## src/rtl/src_pkg.sv

```systemverilog
// Register map, field positions, reset values and states of the serial port
package src_pkg;
    localparam logic [2:0] ADDR_CONTROL = 3'h0;
    localparam logic [2:0] ADDR_STATUS = 3'h1;
    localparam logic [2:0] ADDR_DATA = 3'h2;
    localparam logic [2:0] ADDR_DIRECTION = 3'h3;
    localparam logic [2:0] ADDR_OPTIONS = 3'h4;

    localparam int CTL_IRQ_EN = 7;
    localparam int CTL_SYS_EN = 6;
    localparam int CTL_OPEN_DRAIN = 5;
    localparam int CTL_MASTER = 4;
    localparam int CTL_CLOCK_POLARITY = 3;
    localparam int CTL_CLOCK_PHASE = 2;
    localparam int CTL_RATE_HI = 1;
    localparam int CTL_RATE_LO = 0;

    localparam int STS_DONE = 7;
    localparam int STS_WRITE_COLLISION_FLAG = 6;
    localparam int STS_MODE_FAULT_FLAG = 4;

    localparam int OPT_LSB_FIRST = 6;
    localparam int OPT_PRESCALE = 5;

    // Pin vector index; direction bit of pin i is bit DIR_BASE + i
    localparam int PIN_SELECT = 3;
    localparam int PIN_SCK = 2;
    localparam int PIN_MOSI = 1;
    localparam int PIN_MISO = 0;
    localparam int DIR_BASE = 2;

    localparam logic [7:0] CONTROL_RESET = 8'h00;
    localparam logic [7:0] DIRECTION_RESET = 8'h00;
    localparam logic [7:0] OPTIONS_RESET = 8'h00;
    localparam logic [7:0] DIR_SERIAL_MASK = 8'h3c;
    localparam logic [3:0] SYNC_RESET = 4'hc;

    // Half periods of the serial clock in bus clocks, before the prescaler
    localparam logic [6:0] HALF_RATE_0 = 7'h01;
    localparam logic [6:0] HALF_RATE_1 = 7'h02;
    localparam logic [6:0] HALF_RATE_2 = 7'h08;
    localparam logic [6:0] HALF_RATE_3 = 7'h10;
    localparam int PRESCALE_SHIFT = 2;
    localparam logic [3:0] LAST_EDGE = 4'hf;

    typedef enum logic [1:0] {
        ST_IDLE = 2'b01,
        ST_RUN = 2'b10
    } src_state_e;
endpackage

```

## src/rtl/src_serial_port.sv

```systemverilog
// Byte-wide synchronous serial port with control, status and data registers
//
// Functional notes
// - Interrupt request while enabled and transfer-done or mode-fault flag is set.
// - System enable hands the four port pins to the serial port; clear turns it off.
// - Open-drain select makes only the four serial pins open-drain.
// - Master select 0 is slave mode, 1 is master mode.
// - Master serial clock idles at the clock polarity level.
// - Clock phase with polarity picks the sample and launch edges.
// - Master rate bits divide bus clock by 2,4,16,32,8,16,64,128.
// - Rate bits have no effect in slave mode.
// - Prescale bit adds a divide-by-four stage to the rate chain.
// - Transfer-done flag sets at the end of every byte, master or slave.
// - Done flag clears on status read seeing it, then a data access.
// - Data write blocked while done flag set and not yet seen by status read.
// - Collision flag clears on status read seeing it, then a data access.
// - Mode-fault flag clears on status read seeing it, then a control write.
// - Only a data write in master mode starts a transfer.
// - Data writes load the transmit shifter; data reads return the receive buffer.
// - Master select-pin direction 0 is fault detect, 1 general output.
// - Serial inputs ignore direction bits; outputs drive only with direction set.
// - LSB-first option reverses shift order, register bit 7 stays the top.
// - Select low on a master clears master and serial directions, sets fault.
// - Data write during a transfer is dropped and sets the collision flag.
`timescale 1ns/1ps
module src_serial_port (
    input wire logic sys_clk,
    input wire logic rst_n,
    input wire logic [2:0] reg_addr,
    input wire logic [7:0] reg_wdata,
    input wire logic reg_wr,
    input wire logic reg_rd,
    output logic [7:0] reg_rdata,
    input wire logic select_pin_level,
    input wire logic [3:0] serial_port_pins_in,
    output logic [3:0] serial_port_pins_out,
    output logic [3:0] serial_port_pins_oe,
    output logic irq_request
);
    logic [7:0] control_reg;
    logic [7:0] direction_reg;
    logic [7:0] options_reg;
    logic [7:0] read_buf_reg;
    logic [7:0] tx_sh_reg;
    logic [7:0] rx_sh_reg;
    logic [7:0] rx_next;
    logic [3:0] sync1_reg, sync2_reg, sync3_reg, pin_filt_reg;
    logic sck_prev_reg, sck_reg;
    logic [6:0] div_cnt_reg, half_len, half_base;
    logic [3:0] edge_cnt_reg;
    logic done_flag_reg, write_collision_flag_flag_reg, mode_fault_flag_flag_reg;
    logic done_seen_reg, write_collision_flag_seen_reg, mode_fault_flag_seen_reg;
    src_pkg::src_state_e state_reg;
    logic en, master, clock_phase, lsb_first, open_drain;
    logic acc_data, wr_data, rd_status, wr_control;
    logic busy, accept_wr, start, fault, slave_sel;
    logic m_edge, s_edge, edge_ev, sample_ev, launch_ev, done_ev;
    logic in_bit, tx_bit;
    logic done_clr, write_collision_flag_clr, mode_fault_flag_clr;
    logic [3:0] drive, val;

    assign en = control_reg[src_pkg::CTL_SYS_EN];
    assign master = control_reg[src_pkg::CTL_MASTER];
    assign clock_phase = control_reg[src_pkg::CTL_CLOCK_PHASE];
    assign open_drain = control_reg[src_pkg::CTL_OPEN_DRAIN];
    assign lsb_first = options_reg[src_pkg::OPT_LSB_FIRST];

    assign acc_data = (reg_wr || reg_rd) && reg_addr == src_pkg::ADDR_DATA;
    assign wr_data = reg_wr && reg_addr == src_pkg::ADDR_DATA;
    assign rd_status = reg_rd && reg_addr == src_pkg::ADDR_STATUS;
    assign wr_control = reg_wr && reg_addr == src_pkg::ADDR_CONTROL;

    // Pin inputs: three stages, a change counts once stages two and three agree
    always_ff @(posedge sys_clk or negedge rst_n) begin
        if (!rst_n) begin
            sync1_reg <= src_pkg::SYNC_RESET;
            sync2_reg <= src_pkg::SYNC_RESET;
            sync3_reg <= src_pkg::SYNC_RESET;
            pin_filt_reg <= src_pkg::SYNC_RESET;
        end else begin
            sync1_reg <= serial_port_pins_in;
            sync2_reg <= sync1_reg;
            sync3_reg <= sync2_reg;
            pin_filt_reg <= (~(sync2_reg ^ sync3_reg) & sync3_reg)
                | ((sync2_reg ^ sync3_reg) & pin_filt_reg);
        end
    end

    // Mode fault only while the select pin is a fault-detect input
    assign fault = en && master && !direction_reg[src_pkg::DIR_BASE + src_pkg::PIN_SELECT]
        && !pin_filt_reg[src_pkg::PIN_SELECT];
    assign slave_sel = en && !master && !pin_filt_reg[src_pkg::PIN_SELECT];

    // Slave with phase 0 stays busy for as long as it is selected
    always_comb begin
        if (!en) begin
            busy = 1'b0;
        end else if (master) begin
            busy = state_reg == src_pkg::ST_RUN;
        end else if (clock_phase) begin
            busy = edge_cnt_reg != 4'h0;
        end else begin
            busy = !pin_filt_reg[src_pkg::PIN_SELECT];
        end
    end

    assign accept_wr = wr_data && !busy && !(done_flag_reg && !done_seen_reg);
    assign start = accept_wr && en && master && state_reg == src_pkg::ST_IDLE;

    // Rate chain is read only by the master divider, so slaves ignore it
    always_comb begin
        unique case (control_reg[src_pkg::CTL_RATE_HI:src_pkg::CTL_RATE_LO])
            2'b00: half_base = src_pkg::HALF_RATE_0;
            2'b01: half_base = src_pkg::HALF_RATE_1;
            2'b10: half_base = src_pkg::HALF_RATE_2;
            2'b11: half_base = src_pkg::HALF_RATE_3;
        endcase
        half_len = options_reg[src_pkg::OPT_PRESCALE]
            ? half_base << src_pkg::PRESCALE_SHIFT : half_base;
    end

    assign m_edge = state_reg == src_pkg::ST_RUN && div_cnt_reg == half_len - 7'h01;
    assign s_edge = slave_sel && pin_filt_reg[src_pkg::PIN_SCK] != sck_prev_reg;
    assign edge_ev = master ? m_edge : s_edge;
    assign sample_ev = edge_ev && (edge_cnt_reg[0] == clock_phase);
    assign launch_ev = edge_ev && (edge_cnt_reg[0] != clock_phase)
        && !(clock_phase && edge_cnt_reg == 4'h0);
    assign done_ev = edge_ev && edge_cnt_reg == src_pkg::LAST_EDGE;
    assign in_bit = master ? pin_filt_reg[src_pkg::PIN_MISO] : pin_filt_reg[src_pkg::PIN_MOSI];
    assign tx_bit = lsb_first ? tx_sh_reg[0] : tx_sh_reg[7];
    assign rx_next = lsb_first ? {in_bit, rx_sh_reg[7:1]} : {rx_sh_reg[6:0], in_bit};

    always_ff @(posedge sys_clk or negedge rst_n) begin
        if (!rst_n) begin
            state_reg <= src_pkg::ST_IDLE;
        end else if (!en || !master || fault || done_ev) begin
            state_reg <= src_pkg::ST_IDLE;
        end else if (start) begin
            state_reg <= src_pkg::ST_RUN;
        end
    end

    always_ff @(posedge sys_clk or negedge rst_n) begin
        if (!rst_n) begin
            div_cnt_reg <= 7'h00;
            sck_reg <= 1'b0;
        end else if (state_reg != src_pkg::ST_RUN || start) begin
            div_cnt_reg <= 7'h00;
            sck_reg <= control_reg[src_pkg::CTL_CLOCK_POLARITY];
        end else if (m_edge) begin
            div_cnt_reg <= 7'h00;
            sck_reg <= !sck_reg;
        end else begin
            div_cnt_reg <= div_cnt_reg + 7'h01;
        end
    end

    always_ff @(posedge sys_clk or negedge rst_n) begin
        if (!rst_n) begin
            sck_prev_reg <= 1'b1;
        end else begin
            sck_prev_reg <= pin_filt_reg[src_pkg::PIN_SCK];
        end
    end

    // Deselecting a slave drops any half-shifted byte
    always_ff @(posedge sys_clk or negedge rst_n) begin
        if (!rst_n) begin
            edge_cnt_reg <= 4'h0;
        end else if (start || fault || !en || (!master && !slave_sel)) begin
            edge_cnt_reg <= 4'h0;
        end else if (edge_ev) begin
            edge_cnt_reg <= edge_cnt_reg + 4'h1;
        end
    end

    always_ff @(posedge sys_clk or negedge rst_n) begin
        if (!rst_n) begin
            tx_sh_reg <= 8'h00;
        end else if (accept_wr) begin
            tx_sh_reg <= reg_wdata;
        end else if (launch_ev) begin
            tx_sh_reg <= lsb_first ? {1'b0, tx_sh_reg[7:1]} : {tx_sh_reg[6:0], 1'b0};
        end
    end

    always_ff @(posedge sys_clk or negedge rst_n) begin
        if (!rst_n) begin
            rx_sh_reg <= 8'h00;
        end else if (sample_ev) begin
            rx_sh_reg <= rx_next;
        end
    end

    // No overrun guard: an unread byte is overwritten by the next one
    always_ff @(posedge sys_clk or negedge rst_n) begin
        if (!rst_n) begin
            read_buf_reg <= 8'h00;
        end else if (done_ev) begin
            read_buf_reg <= sample_ev ? rx_next : rx_sh_reg;
        end
    end

    assign done_clr = done_seen_reg && acc_data;
    assign write_collision_flag_clr = write_collision_flag_seen_reg && acc_data;
    assign mode_fault_flag_clr = mode_fault_flag_seen_reg && wr_control;

    // Flags: a set in the same cycle as a clear wins
    always_ff @(posedge sys_clk or negedge rst_n) begin
        if (!rst_n) begin
            done_flag_reg <= 1'b0;
            done_seen_reg <= 1'b0;
        end else begin
            if (done_ev) begin
                done_flag_reg <= 1'b1;
            end else if (done_clr) begin
                done_flag_reg <= 1'b0;
            end
            if (done_clr) begin
                done_seen_reg <= 1'b0;
            end else if (rd_status && done_flag_reg) begin
                done_seen_reg <= 1'b1;
            end
        end
    end

    always_ff @(posedge sys_clk or negedge rst_n) begin
        if (!rst_n) begin
            write_collision_flag_flag_reg <= 1'b0;
            write_collision_flag_seen_reg <= 1'b0;
        end else begin
            if (wr_data && busy) begin
                write_collision_flag_flag_reg <= 1'b1;
            end else if (write_collision_flag_clr) begin
                write_collision_flag_flag_reg <= 1'b0;
            end
            if (write_collision_flag_clr) begin
                write_collision_flag_seen_reg <= 1'b0;
            end else if (rd_status && write_collision_flag_flag_reg) begin
                write_collision_flag_seen_reg <= 1'b1;
            end
        end
    end

    always_ff @(posedge sys_clk or negedge rst_n) begin
        if (!rst_n) begin
            mode_fault_flag_flag_reg <= 1'b0;
            mode_fault_flag_seen_reg <= 1'b0;
        end else begin
            if (fault) begin
                mode_fault_flag_flag_reg <= 1'b1;
            end else if (mode_fault_flag_clr) begin
                mode_fault_flag_flag_reg <= 1'b0;
            end
            if (mode_fault_flag_clr) begin
                mode_fault_flag_seen_reg <= 1'b0;
            end else if (rd_status && mode_fault_flag_flag_reg) begin
                mode_fault_flag_seen_reg <= 1'b1;
            end
        end
    end

    // A fault overrides a control or direction write in the same cycle
    always_ff @(posedge sys_clk or negedge rst_n) begin
        if (!rst_n) begin
            control_reg <= src_pkg::CONTROL_RESET;
        end else begin
            if (wr_control) begin
                control_reg <= reg_wdata;
            end
            if (fault) begin
                control_reg[src_pkg::CTL_MASTER] <= 1'b0;
            end
        end
    end

    always_ff @(posedge sys_clk or negedge rst_n) begin
        if (!rst_n) begin
            direction_reg <= src_pkg::DIRECTION_RESET;
        end else if (fault) begin
            direction_reg <= (reg_wr && reg_addr == src_pkg::ADDR_DIRECTION ? reg_wdata
                : direction_reg) & ~src_pkg::DIR_SERIAL_MASK;
        end else if (reg_wr && reg_addr == src_pkg::ADDR_DIRECTION) begin
            direction_reg <= reg_wdata;
        end
    end

    always_ff @(posedge sys_clk or negedge rst_n) begin
        if (!rst_n) begin
            options_reg <= src_pkg::OPTIONS_RESET;
        end else if (reg_wr && reg_addr == src_pkg::ADDR_OPTIONS) begin
            options_reg <= reg_wdata;
        end
    end

    always_ff @(posedge sys_clk or negedge rst_n) begin
        if (!rst_n) begin
            reg_rdata <= 8'h00;
        end else if (reg_rd) begin
            unique case (reg_addr)
                src_pkg::ADDR_CONTROL: reg_rdata <= control_reg;
                src_pkg::ADDR_STATUS: reg_rdata <= {done_flag_reg, write_collision_flag_flag_reg, 1'b0,
                    mode_fault_flag_flag_reg, 4'h0};
                src_pkg::ADDR_DATA: reg_rdata <= read_buf_reg;
                src_pkg::ADDR_DIRECTION: reg_rdata <= direction_reg;
                src_pkg::ADDR_OPTIONS: reg_rdata <= options_reg;
                default: reg_rdata <= 8'h00;
            endcase
        end else begin
            reg_rdata <= 8'h00;
        end
    end

    // Pin drivers: outputs need their direction bit, inputs do not
    always_comb begin
        drive[src_pkg::PIN_SELECT] = en && master
            && direction_reg[src_pkg::DIR_BASE + src_pkg::PIN_SELECT];
        drive[src_pkg::PIN_SCK] = en && master
            && direction_reg[src_pkg::DIR_BASE + src_pkg::PIN_SCK];
        drive[src_pkg::PIN_MOSI] = en && master
            && direction_reg[src_pkg::DIR_BASE + src_pkg::PIN_MOSI];
        drive[src_pkg::PIN_MISO] = slave_sel
            && direction_reg[src_pkg::DIR_BASE + src_pkg::PIN_MISO];
        val[src_pkg::PIN_SELECT] = select_pin_level;
        val[src_pkg::PIN_SCK] = sck_reg;
        val[src_pkg::PIN_MOSI] = tx_bit;
        val[src_pkg::PIN_MISO] = tx_bit;
    end

    assign serial_port_pins_out = open_drain ? 4'h0 : val;
    assign serial_port_pins_oe = open_drain ? (drive & ~val) : drive;
    assign irq_request = control_reg[src_pkg::CTL_IRQ_EN]
        && (done_flag_reg || mode_fault_flag_flag_reg);
endmodule

```

## config.mk

```make
export PLATFORM = sky130hd
export DESIGN_NAME = src_serial_port
export DESIGN_NICKNAME = d
export VERILOG_FILES = /design/src/rtl/src_pkg.sv /design/src/rtl/src_serial_port.sv
export SDC_FILE = /design/constraint.sdc
export NUM_CORES = 1
export LEC_CHECK = 0
export BUFFER_PORTS_ARGS = -buffer_cell sky130_fd_sc_hd__buf_2
export CORE_MARGIN = 3
export CORE_UTILIZATION = 35
export DETAILED_ROUTE_END_ITERATION = 10
export SYNTH_ARGS = -nofsm -noshare
export SYNTH_HDL_FRONTEND = slang
export SYNTH_SLANG_ARGS = --single-unit
export TNS_END_PERCENT = 20
```

## constraint.sdc

```tcl
create_clock -name sys_clk -period 3.8 [get_ports sys_clk]
set_input_delay 0.19 -clock sys_clk [delete_from_list [all_inputs] [get_ports sys_clk]]
set_output_delay 0.19 -clock sys_clk [all_outputs]
set_load 0.005 [all_outputs]
```

* After elaboration in Yosys (flattened, before gate mapping)
Index checks and enable logic that the tools add are counted.
** Storage, ports and cells
- Register bits :: 93
- Bits of input ports :: 20
- Output and inout bits :: 17
- Logic and storage cells :: 162
** Operators by class
- $add $sub $neg :: 3
- Equal/unequal tests :: 15
- Mux-type cells :: 41
- Bitwise operators :: 7
- Reduce and logical (&&, ||, !) cells :: 72
** Operators by type and width (count)
- $mux W8 :: 7
- $pmux W8 S5 :: 1
- $logic_and A1 B1 Y1 :: 37
- $pmux W7 S4 :: 1
- $reduce_bool A2 Y1 :: 12
- $mux W1 :: 21
- $mux W7 :: 3
- $mux W4 :: 4
- $and A4 B4 Y4 :: 3
- $logic_not A1 Y1 :: 10
- $logic_or A1 B1 Y1 :: 9
- $not A4 Y4 :: 2
- $add A7 B1 Y7 const B :: 1
- $eq A7 B7 Y1 :: 1
- $sub A7 B1 Y7 const B :: 1
- $eq A2 B2 Y1 const B :: 3
- $eq A3 B2 Y1 const B :: 2
- $mux W6 :: 1
- $mux W5 :: 1
- $add A4 B1 Y4 const B :: 1
- $eq A2 B1 Y1 const B :: 2
- $eq A4 B4 Y1 const B :: 1
- $logic_not A4 Y1 :: 1
- $mux W2 :: 2
- 10 further kinds :: 11

* Logic depth before layout (Yosys ltp)
Gate-level depths: netlist of the first run.
- Depth in word-level cells :: 14
- Gate-level depth with buffers :: 11
- Gate-level depth less buffers :: 9

* Least setup slack after synthesis of the first run
OpenSTA, ideal clock, no wires.
- Path type :: register to register
- Start point :: reg control_reg[1]
- End point :: reg read_buf_reg[7]
- Library setup time :: 125 ps
- Data arrival time :: 2838 ps
- Data required time :: 3675 ps
- Setup slack :: 838 ps
- Cell stages (with the launch flop) :: 12
- Path buffers :: 2
- Clock period less this slack :: 2962 ps
- Cell sequence :: dfrtp_1 > buf_2 > nor2_1 > nand2_1 > ha_1 > nor3b_1 > a211o_1 > a2111oi_4 > o2111ai_4 > a21oi_1 > buf_4 > mux2_2
** Between the ends
- Longest elaborated chain between the ends :: 9
- Elaborated cells on any way between the ends :: 13
- Classes of those cells :: add/sub (1); eq/ne (4); mux (4); reduce/logical (4)
** Ends and longest elaborated chain
- from (decl) :: line src_serial_port.sv:40 : logic [7:0] control_reg;
- from (signal assigned) :: line src_serial_port.sv:266 : control_reg <= src_pkg::CONTROL_RESET;
- from (signal assigned) :: line src_serial_port.sv:269 : control_reg <= reg_wdata;
- $eq A2 B2 Y1, or another cell as far along :: line src_serial_port.sv:112 : unique case (control_reg[src_pkg::CTL_RATE_HI:src_pkg::CTL_RATE_LO])
- $pmux W7 S4 (*) :: line src_serial_port.sv:112
- $mux W7 (*) :: line src_serial_port.sv:119 : ? half_base << src_pkg::PRESCALE_SHIFT : half_base;
- $sub A7 B1 Y7 (*) :: line src_serial_port.sv:122 : assign m_edge = state_reg == src_pkg::ST_RUN && div_cnt_reg == half_len - 7'h01;
- $eq A7 B7 Y1 (*) :: line src_serial_port.sv:122
- $logic_and A1 B1 Y1 (*) :: line src_serial_port.sv:122
- $mux W1 (*) :: line src_serial_port.sv:124 : assign edge_ev = master ? m_edge : s_edge;
- $logic_and A1 B1 Y1 :: line src_serial_port.sv:125 : assign sample_ev = edge_ev && (edge_cnt_reg[0] == clock_phase);
- $mux W8 :: line src_serial_port.sv:200 : read_buf_reg <= sample_ev ? rx_next : rx_sh_reg;
- to (signal assigned) :: line src_serial_port.sv:200
- to (decl) :: line src_serial_port.sv:43 : logic [7:0] read_buf_reg;
Mark *: on every way between the ends. The rest lies on a longest branch, timed or not. The select of a mux whose other input is x is not followed.
A chain may end at the register's enable or synchronous reset.

* Worst setup path in the final report of the first run
- Start point :: reg options_reg[5]
- End point :: reg rx_sh_reg[7]
** Between the ends
- Longest elaborated chain between the ends :: 7
** Ends and longest elaborated chain
- from (decl) :: line src_serial_port.sv:42 : logic [7:0] options_reg;
- from (signal assigned) :: line src_serial_port.sv:290 : options_reg <= src_pkg::OPTIONS_RESET;
- from (signal assigned) :: line src_serial_port.sv:292 : options_reg <= reg_wdata;
- $mux W7 :: line src_serial_port.sv:119
- $sub A7 B1 Y7 :: line src_serial_port.sv:122
- $eq A7 B7 Y1 :: line src_serial_port.sv:122
- $logic_and A1 B1 Y1 :: line src_serial_port.sv:122
- $mux W1 :: line src_serial_port.sv:124
- $logic_and A1 B1 Y1 :: line src_serial_port.sv:125
- $mux W8
- to (signal assigned) :: line src_serial_port.sv:191 : rx_sh_reg <= rx_next;
- to (decl) :: line src_serial_port.sv:45 : logic [7:0] rx_sh_reg;
No other way between the ends.

==> results of run 1 <==
## critical path: stages, from the launching register on
cell       delay, ps
dfrtp_1          500
nor2_1           220
nand2_1           80
ha_1             250
nor3b_1          170
a211o_1          320
a2111oi_4        460
o2111ai_4        340
a21oi_2          500
mux2_2           390
## worst min path at each step
stage	end	start	slack [ps]
2_1_floorplan	async pin	rst_n	-110
3_3_place_gp	sync1_reg[3]	serial_port_pins_in[3]	300
3_5_place_dp	sync1_reg[3]	serial_port_pins_in[3]	300
4_1_cts	control_reg[4]	reg_wdata[4]	130
5_1_grt	control_reg[4]	reg_wdata[4]	160
6_report	control_reg[4]	reg_wdata[4]	140
## cells in the final DEF (no fill, tap or decap), drive strengths merged, types with 12 or more instances in the layout
| cell type | n |
|---|---|
| o21ai | 16 |
| mux2i | 29 |
| nand2 | 26 |
| buf | 41 |
| inv | 15 |
| nor2 | 23 |
| nor2b | 18 |
| a21oi | 15 |
| dfrtp | 83 |
| nand3 | 12 |
| mux2 | 40 |
## cell families (layout without fill, tap and decap cells)
logic type | count (synthesis) | after routing | synth area share [%]
XOR/XNOR | 11 | 11 | 2.08
buffers and inverters | 34 | 75 | 3.16
AO/OA/AOI/OAI | 79 | 79 | 13.1
flip-flops | 93 | 93 | 50.5
multiplexers | 69 | 69 | 16.0
adder cells (fa/ha/maj) | 8 | 8 | 1.94
AND/OR/NAND/NOR | 117 | 117 | 13.2
## where the power goes
part	internal, W	switching, W	total [W]
sequential	0.00114	0.000161	0.00130
combinational	0.000285	0.000260	0.000545
clock	0.000515	0.000396	0.000911
total	0.00194	0.000817	0.00276
## cell usage after synthesis (all sizes together), types with 4 or more instances
cell	n	area, µm²
dfrtp	83	2080
mux2	40	450
mux2i	29	290
nand2	26	97.6
nor2	23	86.3
nor2b	18	113
o21ai	16	80.1
a21oi	15	78.8
clkbuf	13	48.8
inv	13	48.8
nand3	12	60.1
and3	10	68.8
dfstp	10	263
a2111oi	9	97.6
and2	9	56.3
a221o	8	88.8
buf	8	48.8
nand2b	7	43.8
a22oi	6	45.0
xor2	6	52.6
xnor2	5	43.8
ha	4	50.1
maj3	4	40.0
nor3	4	20.0
## repair_timing
item                                   CTS  global route
setup endpoints to repair                0             0
endpoints found under the hold margin   62             0
setup buffers                            0             0
hold buffers                             5             0
## metal layers
metal	share of wire (%)	up-vias	track usage [%]
li1	-	1554	-
met1	49	1611	22.2
met2	45	67	22.6
met3	4.6	12	2.89
met4	1.6	0	5.31
met5	0	-	0
## per-stage QoR
stage                     std cells  hold WS [ps]  power, W
after detailed placement        603           296   0.00186
after CTS                       624           134   0.00279
after global routing            624           158   0.00291
final                           624           143   0.00276
after floorplan                 411          -106   0.00168
after global placement          603           299   0.00184
## final cells by class
type | count | area [µm²] | share of cell area [%]
multi-input cells | 284 | 2150 | 40.5
flip-flops and latches | 93 | 2340 | 43.9
clock inverters | 6 | 68.8 | 1.29
repair buffers | 46 | 270 | 5.07
clock buffers | 10 | 229 | 4.30
inverters | 13 | 48.8 | 0.916
well taps | 172 | 215 | 4.04
==> impl_results.md, run 1 <==
* CTS tree: built
* Number of buffers added on ports at 36
* Fillers at 1207
* RSZ-0062 raised after global routing: false
* Post-synth EDFFs at 0
* First-pass GRT wire length at 17300 µm
* Post-DP Area at between 4000 and 5000 µm²
* Worst-skew pair later-pin latency at 350 ps
* R2R Path End: rx_sh_reg[7]
* Vias post-DR at roughly 3.2k
* 1st-pass router iterations at 4
* Per-cell routed wire length at 16.9 µm
* Max-slew headroom at 30.3%
* Design area at ~5300 µm²
* Async SR Flop Fraction at 100%
* Flops & latches, synth at 93
* ANT nets after route at 0
* Worst-margin pin slew at 1040 ps
* Core ar. at 12800 µm²
* Hold depth at 3
* GPL Wtd Cong at 0.841
* Fin crit period at ~3400 ps
* Worst r2r src: options_reg[5]
* Crit path max fanout at 14
* Iter 0 DRT Violations at 259
* Netlist Area Pre-Place at 4630 µm²
* Yosys warning count at 0
* Reg2Reg Depth at 9
* Starting Density at 36.3%
* Clk slew on worst S/H paths at approximately 70 ps
* Setup Skew at approximately 11 ps
* Critical path capture point type: flip-flop
* Worst setup path endpoint: rx_sh_reg[7]
* VDD IR max at 241 µV
* Status: finished, final reports clean
* DIE AREA at 14700 µm²
* Crit path from: options_reg[5]
* R2r setup slk at 430 ps
* Final core utilization at 41.7%
* GR Overflow Total at 0
* Initial antenna violation count at 0
* Hold WC Path Type: in -> reg
* Tot GR Track Use at 15.2%
* Crit path DAT at 3610 ps
* Max Fclk at 297 MHz
* DR DRC count at 0
* Die height at 121 µm
* Yosys cell types at 53
* Leak Pwr at 2.34 nW
* Layout Nets at 471
* Final worst path period share at 88.6%
* Max H-tree Level at 3
* Syn Nets at approximately 440
* Clock Tree Buf Depth at 2
* Die W at approximately 120 µm
* Max_cap viols at 0
* Post_cts resized at 0
* Layout cells sized above 1 at 26.8%
* Antenna diode count at 0
* Seq/Total Area, Yosys at 50.5%
* HPWL Detailed at 7540 µm
* Fin. max-slew vios at 0
* Setup TNS at 0 ps
* Clock Sinks at 93
* Crit start category: flip-flop
* Worst Path Required at 4040 ps
* Placement Setup Slack at roughly 480 ps
* Cell count after synthesis at 411
* Root buffer cell: clkbuf_16
* Synth Area per Inst at 11.3 µm²
* Setup Viol. Count Final at 0
* PnR worst setup slack at 433 ps
* Routed wire length at about 11000 µm
* FP Rows at 41
* CTS Buf Count at 9
* Setup CP Type: reg -> reg
* Syn-to-layout area delta at 14.9%
* P per Cell Area at 518 nW/µm²
* Final hold violation count at 0
* Largest net degree at the start of global routing at 61
* Vias in the first global route at 3205
* Avg Vias per Cell at 5.20
* # IOs at 37
* Synth Flop Type: dfrtp_1
(Power assumes the default switching activity.)
==> run 2: changes to the inputs <==
clock period = 3.1 ns   (was 3.8 ns; I/O delays follow)
==> run 2 against run 1 <==
Against the previous run: worst setup slack lost 270 ps; highest routed layer unchanged; critical endpoint is now rx_sh_reg[5]; sequential cell count unchanged; via count is 2.6% higher; critical path type unchanged; clock skew decreased by 0.97 ps; count of clock-buffer cells in the layout fell by 1.
==> impl_results.md, run 2 (synthesis gave the netlist of run 1 again) <==
* Status: finished, final reports clean (unchanged)
* CTS Buf Count at 9 (unchanged)
* Setup Viol. Count Final at 0 (unchanged)
* Final core utilization at 42.7% (was 41.7%)
* Vias post-DR at 3328 (was 3244)
* Clk slew on worst S/H paths at 70 ps (about the same)
* Setup CP Type: reg -> reg (unchanged)
* Slowest stage delay, CP at 470 ps (was 500 ps)
* Crit start category: flip-flop (unchanged)
* Worst Path Required at 3340 ps (was 4040 ps)
* Iter 0 DRT Violations at 225 (was 259)
* Final worst path period share at 94.8% (was 88.6%)
* Slowest-stage cell, CP: a2111oi_4 (was dfrtp_1)
* Number of buffers added on ports at 36 (unchanged)
* GR Overflow Total at 0 (unchanged)
* Most frequent cells in the layout: dfrtp_1 (82), mux2_2 (40), buf_2 (35), mux2i_1 (29), nand2_1 (26) (was dfrtp_1 (83), mux2_2 (40), buf_2 (35), mux2i_1 (29), nand2_1 (26))
* Placement Setup Slack at -45.2 ps (was 480 ps)
* Max Fclk at 340 MHz (was 297 MHz)
* Fin. max-slew vios at 0 (unchanged)
* Syn-to-layout area delta at 17.8% (was 14.9%)
* PnR worst setup slack at 161 ps (was 433 ps)
* Final cell count without fillers at 635 (was 624)
* Worst hold slack at 109 ps (was 143 ps)
* Final total power at 0.00347 W (was 0.00276 W)
* Routed wire length at 10700 µm (was 10500 µm)
* Setup Skew at 10.1 ps (was 11.0 ps)
* Top delay family on crit path: compound AO/OA/AOI/OAI gates (unchanged)
* Max H-tree Level at 3 (unchanged)
* Clock Sinks at 93 (unchanged)
* R2r setup slk at 160 ps (was 430 ps)
* Critical path capture point type: flip-flop (unchanged)
* Largest net degree at the start of global routing at 55 (was 61)
* Vias in the first global route at 3167 (was 3205)
* P per Cell Area at 635 nW/µm² (was 518 nW/µm²)
* Antenna diode count at 0 (unchanged)
* HPWL Detailed at 7640 µm (was 7540 µm)
* VDD IR max at 306 µV (was 241 µV)
* RSZ-0062 raised after global routing: false (unchanged)
* Layout Nets at 482 (was 471)
* Starting Density at 36.3% (unchanged)
* Clock Tree Buf Depth at 2 (unchanged)
* Worst-skew pair later-pin latency at 350 ps (about the same)
* # IOs at 37 (unchanged)
* 1st-pass router iterations at 5 (was 4)
* Fin crit period at 2940 ps (was 3370 ps)
* CTS tree: built (unchanged)
* FP Rows at 41 (unchanged)
* ANT nets after route at 0 (unchanged)
* Root buffer cell: clkbuf_16 (unchanged)
* Per-cell routed wire length at 16.8 µm (was 16.9 µm)
* Initial antenna violation count at 0 (unchanged)
* Fillers at 1205 (was 1207)
* Placed Cells at 611 (was 603)
* Die height at 121 µm (unchanged)
* Layout cells sized above 1 at 29.6% (was 26.8%)
* Worst path cell trace: nor2_2, nand2_1, ha_1, nor3b_1, a211o_1, a2111oi_4, o2111ai_4, a21oi_4, mux2_2 (was nor2_1, nand2_1, ha_1, nor3b_1, a211o_1, a2111oi_4, o2111ai_4, a21oi_2, mux2_2)
* DR DRC count at 0 (unchanged)
* DIE AREA at 14700 µm² (unchanged)
* First-pass GRT wire length at 17200 µm (was 17300 µm)
* Worst-margin pin slew at 702 ps (was 1040 ps)
* Critical path buffer and inverter count at 0 (unchanged)
* Most common cell after layout, fill and taps aside: dfrtp_1 (unchanged)
* Avg Vias per Cell at 5.24 (was 5.20)
* Crit path DAT at 3180 ps (was 3610 ps)
* Final hold violation count at 0 (unchanged)
* Crit path max fanout at 8 (was 14)
* Core ar. at 12800 µm² (unchanged)
* Tot GR Track Use at 15.0% (was 15.2%)
* Max-slew headroom at 53.2% (was 30.3%)
* Hold WC Path Type: in -> reg (unchanged)
* Die W at 121 µm (unchanged)
* Leak Pwr at 2.40 nW (was 2.34 nW)
* Max_cap viols at 0 (unchanged)
* GPL Wtd Cong at 0.828 (was 0.841)
run 2: layout make-up:
class                   count  area [µm²]  share of cell area [%]
flip-flops and latches     93        2340                    42.9
multi-input cells         285        2190                    40.1
repair buffers             56         345                    6.33
clock buffers               9         225                    4.13
well taps                 172         215                    3.94
clock inverters             7        92.6                    1.70
inverters                  13        48.8                   0.894
run 2: worst paths after layout:
kind,start,end,cells past startpoint
max,control_reg[1],rx_sh_reg[5],9
min,reg_wdata[7],options_reg[7],2
max reg2reg,control_reg[1],rx_sh_reg[5],9
min reg2reg,sync1_reg[1],sync2_reg[1],0
max in group asynchronous,rst_n,sck_prev_reg,3
min in group asynchronous,rst_n,sync1_reg[1],2
run 2: worst register-to-register path, stage by stage (launching register included):
cell and delay, ps:
dfrtp_1 390, nor2_2 160, nand2_1 70, ha_1 250, nor3b_1 170, a211o_1 300, a2111oi_4 470, o2111ai_4 280
a21oi_4 340, mux2_2 380
run 2: metal layers:
metal / part of all wire [%] / GRT usage, % / vias to the layer above
li1: - / - / 1573
met1: 49 / 21.8 / 1672
met2: 45 / 22.6 / 71
met3: 3.8 / 2.00 / 12
met4: 1.8 / 6.16 / 0
met5: 0 / 0 / -
run 2: repair_timing:
| action | 4_1_cts | 5_1_grt |
|---|---|---|
| resized for setup | 1 | 7 |
| cloned | 0 | 1 |
| hold endpoints to repair | 56 | 0 |
| pin swaps | 0 | 4 |
| buffers inserted | 0 | 2 |
| endpoints found under the setup margin | 8 | 22 |
| hold buffers | 5 | 0 |
run 2: where the power goes:
group	total (W)	internal [W]	leakage (nW)	switching (W)
clock network	0.00116	0.000645	0.155	0.000515
logic	0.000752	0.000373	1.07	0.000378
registers	0.00156	0.00140	1.18	0.000158
run 2: through the flow:
| step | setup TNS (ps) | cell area [µm²] |
|---|---|---|
| global placement | 0 | 5040 |
| finish | 0 | 5460 |
| global route | 0 | 5460 |
| floorplan | 0 | 4630 |
| CTS | 0 | 5410 |
| detailed placement | -283 | 5040 |
==> run 3: changes to the inputs <==
ABC_AREA = 1   (was not set)
==> run 3 against run 2 <==
Against the previous run: total power is 5.1% lower; synthesized area shrank 5.0%; design area shrank 7.7%; cell count rose by 16%; clock power down 16%; routed wire length is 2.5% lower; critical path type unchanged; register-to-register slack gained 320 ps; global-route usage up 0.77 points.
==> impl_results.md, run 3 <==
* # IOs at 37 (unchanged)
* Initial antenna violation count at 0 (unchanged)
* Most common cell after layout, fill and taps aside: nand2_1 (was dfrtp_1)
* Routed wire length at 10400 µm (was 10700 µm)
* Max-slew headroom at 43.1% (was 53.2%)
* Setup CP Type: reg -> reg (unchanged)
* Die W at 118 µm (was 121 µm)
* Setup Viol. Count Final at 0 (unchanged)
* Fin crit period at 2620 ps (was 2940 ps)
* Async SR Flop Fraction at 100% (unchanged)
* Max Fclk at 382 MHz (was 340 MHz)
* Worst path cell trace: nor2_2, nand2_1, ha_1, inv_1, nand2_1, nand3_1, nand2_1, nand2_1, nand2_1, nor2_2, nand3_2, nand2_4, nand2_1, inv_2, nand3_1, nand2_1 (was nor2_2, nand2_1, ha_1, nor3b_1, a211o_1, a2111oi_4, o2111ai_4, a21oi_4, mux2_2)
* Clock Sinks at 93 (unchanged)
* Setup TNS at 0 ps (unchanged)
* CTS Buf Count at 9 (unchanged)
* Vias in the first global route at 3368 (was 3167)
* Final hold violation count at 0 (unchanged)
* Area leader, netlist: dfrtp_1 (unchanged)
* Post_cts resized at 0 (was 1)
* Tot GR Track Use at 15.8% (was 15.0%)
* Worst hold slack at 139 ps (was 109 ps)
* FP Rows at 40 (was 41)
* Syn-to-layout area delta at 14.4% (was 17.8%)
* Synth Area per Inst at 8.39 µm² (was 11.3 µm²)
* Synth Flop Type: dfrtp_1 (unchanged)
* RSZ-0062 raised after global routing: false (unchanged)
* Most frequent cells in the layout: nand2_1 (131), dfrtp_1 (83), inv_1 (66), o21ai_0 (53), nand3_1 (41) (was dfrtp_1 (82), mux2_2 (40), buf_2 (35), mux2i_1 (29), nand2_1 (26))
* ANT nets after route at 0 (unchanged)
* Largest net degree at the start of global routing at 50 (was 55)
* Starting Density at 36.2% (was 36.3%)
* Worst-margin pin slew at 847 ps (was 702 ps)
* Root buffer cell: clkbuf_16 (unchanged)
* P per Cell Area at 653 nW/µm² (was 635 nW/µm²)
* Cell with the most instances after synthesis: nand2_1 (was dfrtp_1)
* CTS tree: built (unchanged)
* Yosys warning count at 0 (unchanged)
* Worst-skew pair later-pin latency at 350 ps (about the same)
* Placed Cells at 717 (was 611)
* Status: finished, final reports clean (unchanged)
* Crit path max fanout at 15 (was 8)
* Final core utilization at 41.4% (was 42.7%)
* 1st-pass router iterations at 4 (was 5)
* Core ar. at 12200 µm² (was 12800 µm²)
* Placement Setup Slack at 512 ps (was -45.2 ps)
* Top cells by area, synth: dfrtp_1 (47%), nand2_1 (11%), o21ai_0 (6.0%) (was dfrtp_1 (45%), mux2_2 (9.7%), mux2i_1 (6.3%))
* Post-synth top area share at 47.2% (was 44.8%)
* Post-synth EDFFs at 0 (unchanged)
* Fin. max-slew vios at 0 (unchanged)
* Layout cells sized above 1 at 12.8% (was 29.6%)
* Clk slew on worst S/H paths at 70 ps (about the same)
* VDD IR max at 214 µV (was 306 µV)
* Syn Nets at 549 (was 435)
* Number of buffers added on ports at 36 (unchanged)
* Iter 0 DRT Violations at 253 (was 225)
* Slowest-stage cell, CP: dfrtp_1 (was a2111oi_4)
* Layout Nets at 589 (was 482)
* HPWL Detailed at 7880 µm (was 7640 µm)
* Hold WC Path Type: in -> reg (unchanged)
* GR Overflow Total at 0 (unchanged)
* Final cell count without fillers at 738 (was 635)
* Flops & latches, synth at 93 (unchanged)
* Met2 Usage GRT at 24.1% (was 22.6%)
* First-pass GRT wire length at 17500 µm (was 17200 µm)
* Vias post-DR at 3547 (was 3328)
* Cell count after synthesis at 525 (was 411)
* Max H-tree Level at 3 (unchanged)
* Netlist Area Pre-Place at 4400 µm² (was 4630 µm²)
* Leak Pwr at 2.43 nW (was 2.40 nW)
* Seq/Total Area, Yosys at 53.1% (was 50.5%)
* Hold depth at 3 (was 2)
* Top delay family on crit path: simple AND/OR/NAND/NOR gates (was compound AO/OA/AOI/OAI gates)
* Worst Path Required at 3380 ps (was 3340 ps)
* Stages on worst setup path at 16 (was 9)
* Critical path capture point type: flip-flop (unchanged)
* Reg2Reg Depth at 16 (was 9)
* DR DRC count at 0 (unchanged)
* GR peak layer: met2 (unchanged)
* DIE AREA at 14000 µm² (was 14700 µm²)
* Max_cap viols at 0 (unchanged)
* Crit path DAT at 2900 ps (was 3180 ps)
* Setup Skew at 9.64 ps (was 10.1 ps)
* Grt met3 use at 3.35% (was 2.00%)
* Critical path buffer and inverter count at 2 (was 0)
* Crit start category: flip-flop (unchanged)
* Most frequent CP cell: nand2_1
* Per-cell routed wire length at 14.1 µm (was 16.8 µm)
* Synth cell count leaders: nand2_1 (131), dfrtp_1 (83), inv_1 (66) (was dfrtp_1 (83), mux2_2 (40), mux2i_1 (29))
* PnR worst setup slack at 479 ps (was 161 ps)
* Die height at 118 µm (was 121 µm)
* Post-CTS setup buffer count at 0 (unchanged)
* Yosys cell types at 36 (was 53)
* Final worst path period share at 84.5% (was 94.8%)
* Clock Tree Buf Depth at 2 (unchanged)
* Antenna diode count at 0 (unchanged)
* Slowest stage delay, CP at 460 ps (was 470 ps)
* Met1 usage at 22.1% (was 21.8%)
* GPL Wtd Cong at 0.894 (was 0.828)
* Avg Vias per Cell at 4.81 (was 5.24)
## run 3: changes by cell type in the layout (fill, tap and decap cells not counted), sizes merged, moves of 8 or more
cell / delta
nand2: +110
inv: +54
o21ai: +46
mux2: -40
nand3: +31
mux2i: -29
nor2: +19
nor2b: -18
buf: -13
and3: -10
a2111oi: -9
a221o: -8
a221oi: +8
## run 3: timing repair
| item | in CTS | in global routing |
|---|---|---|
| endpoints found under the setup margin | 0 | 0 |
| hold buffers | 5 | 0 |
| hold endpoints to repair | 50 | 0 |
## run 3: logic make-up after synthesis
kind of cell,after synthesis,share of synthesized area [%]
compound gates,95,12.2
xor+xnor,7,1.39
fa+ha+maj,8,2.05
buf+inv,84,7.70
flops,93,53.1
simple gates,238,23.6
## run 3: worst min-delay path, stage by stage
cell and delay [ps]:
buf_2 110, inv_1 90, o21ai_0 90
## run 3: worst paths after layout
check	start	to	slack, ps
worst min-delay path	reg_wdata[1]	control_reg[1]	140
max in group asynchronous	rst_n	sync2_reg[2]	1900
min in group asynchronous	rst_n	sync3_reg[0]	390
worst max register to register	control_reg[1]	read_buf_reg[1]	480
worst min register to register	sync1_reg[1]	sync2_reg[1]	350
worst max-delay path	control_reg[1]	read_buf_reg[1]	480
## run 3: area by class of cell
| cell class | count | area, µm² |
|---|---|---|
| inverters | 70 | 263 |
| fillers | 1223 | 7120 |
| multi-input cells | 348 | 1730 |
| clock buffers | 16 | 251 |
| repair buffers | 43 | 248 |
| flip-flops and latches | 93 | 2340 |
| well taps | 168 | 210 |
## run 3: stage by stage
stage / total power, W / cell area, µm²
after floorplan: 0.00210 / 4400
after global placement: 0.00231 / 4740
after detailed placement: 0.00233 / 4740
after CTS: 0.00332 / 5040
after global routing: 0.00352 / 5040
final: 0.00329 / 5040
## run 3: report_power, final
part,internal (W),leakage (nW),total [W],switching [W]
sequential,0.00144,1.17,0.00160,0.000162
combinational,0.000267,1.14,0.000716,0.000449
clock,0.000546,0.119,0.000975,0.000429
total,0.00225,2.43,0.00329,0.00104
## run 3: routing by layer
metal / part of all wire, % / up-vias
met5: 0 / -
met3: 5.1 / 13
met1: 49 / 1685
met4: 1.6 / 0
li1: - / 1776
met2: 45 / 73
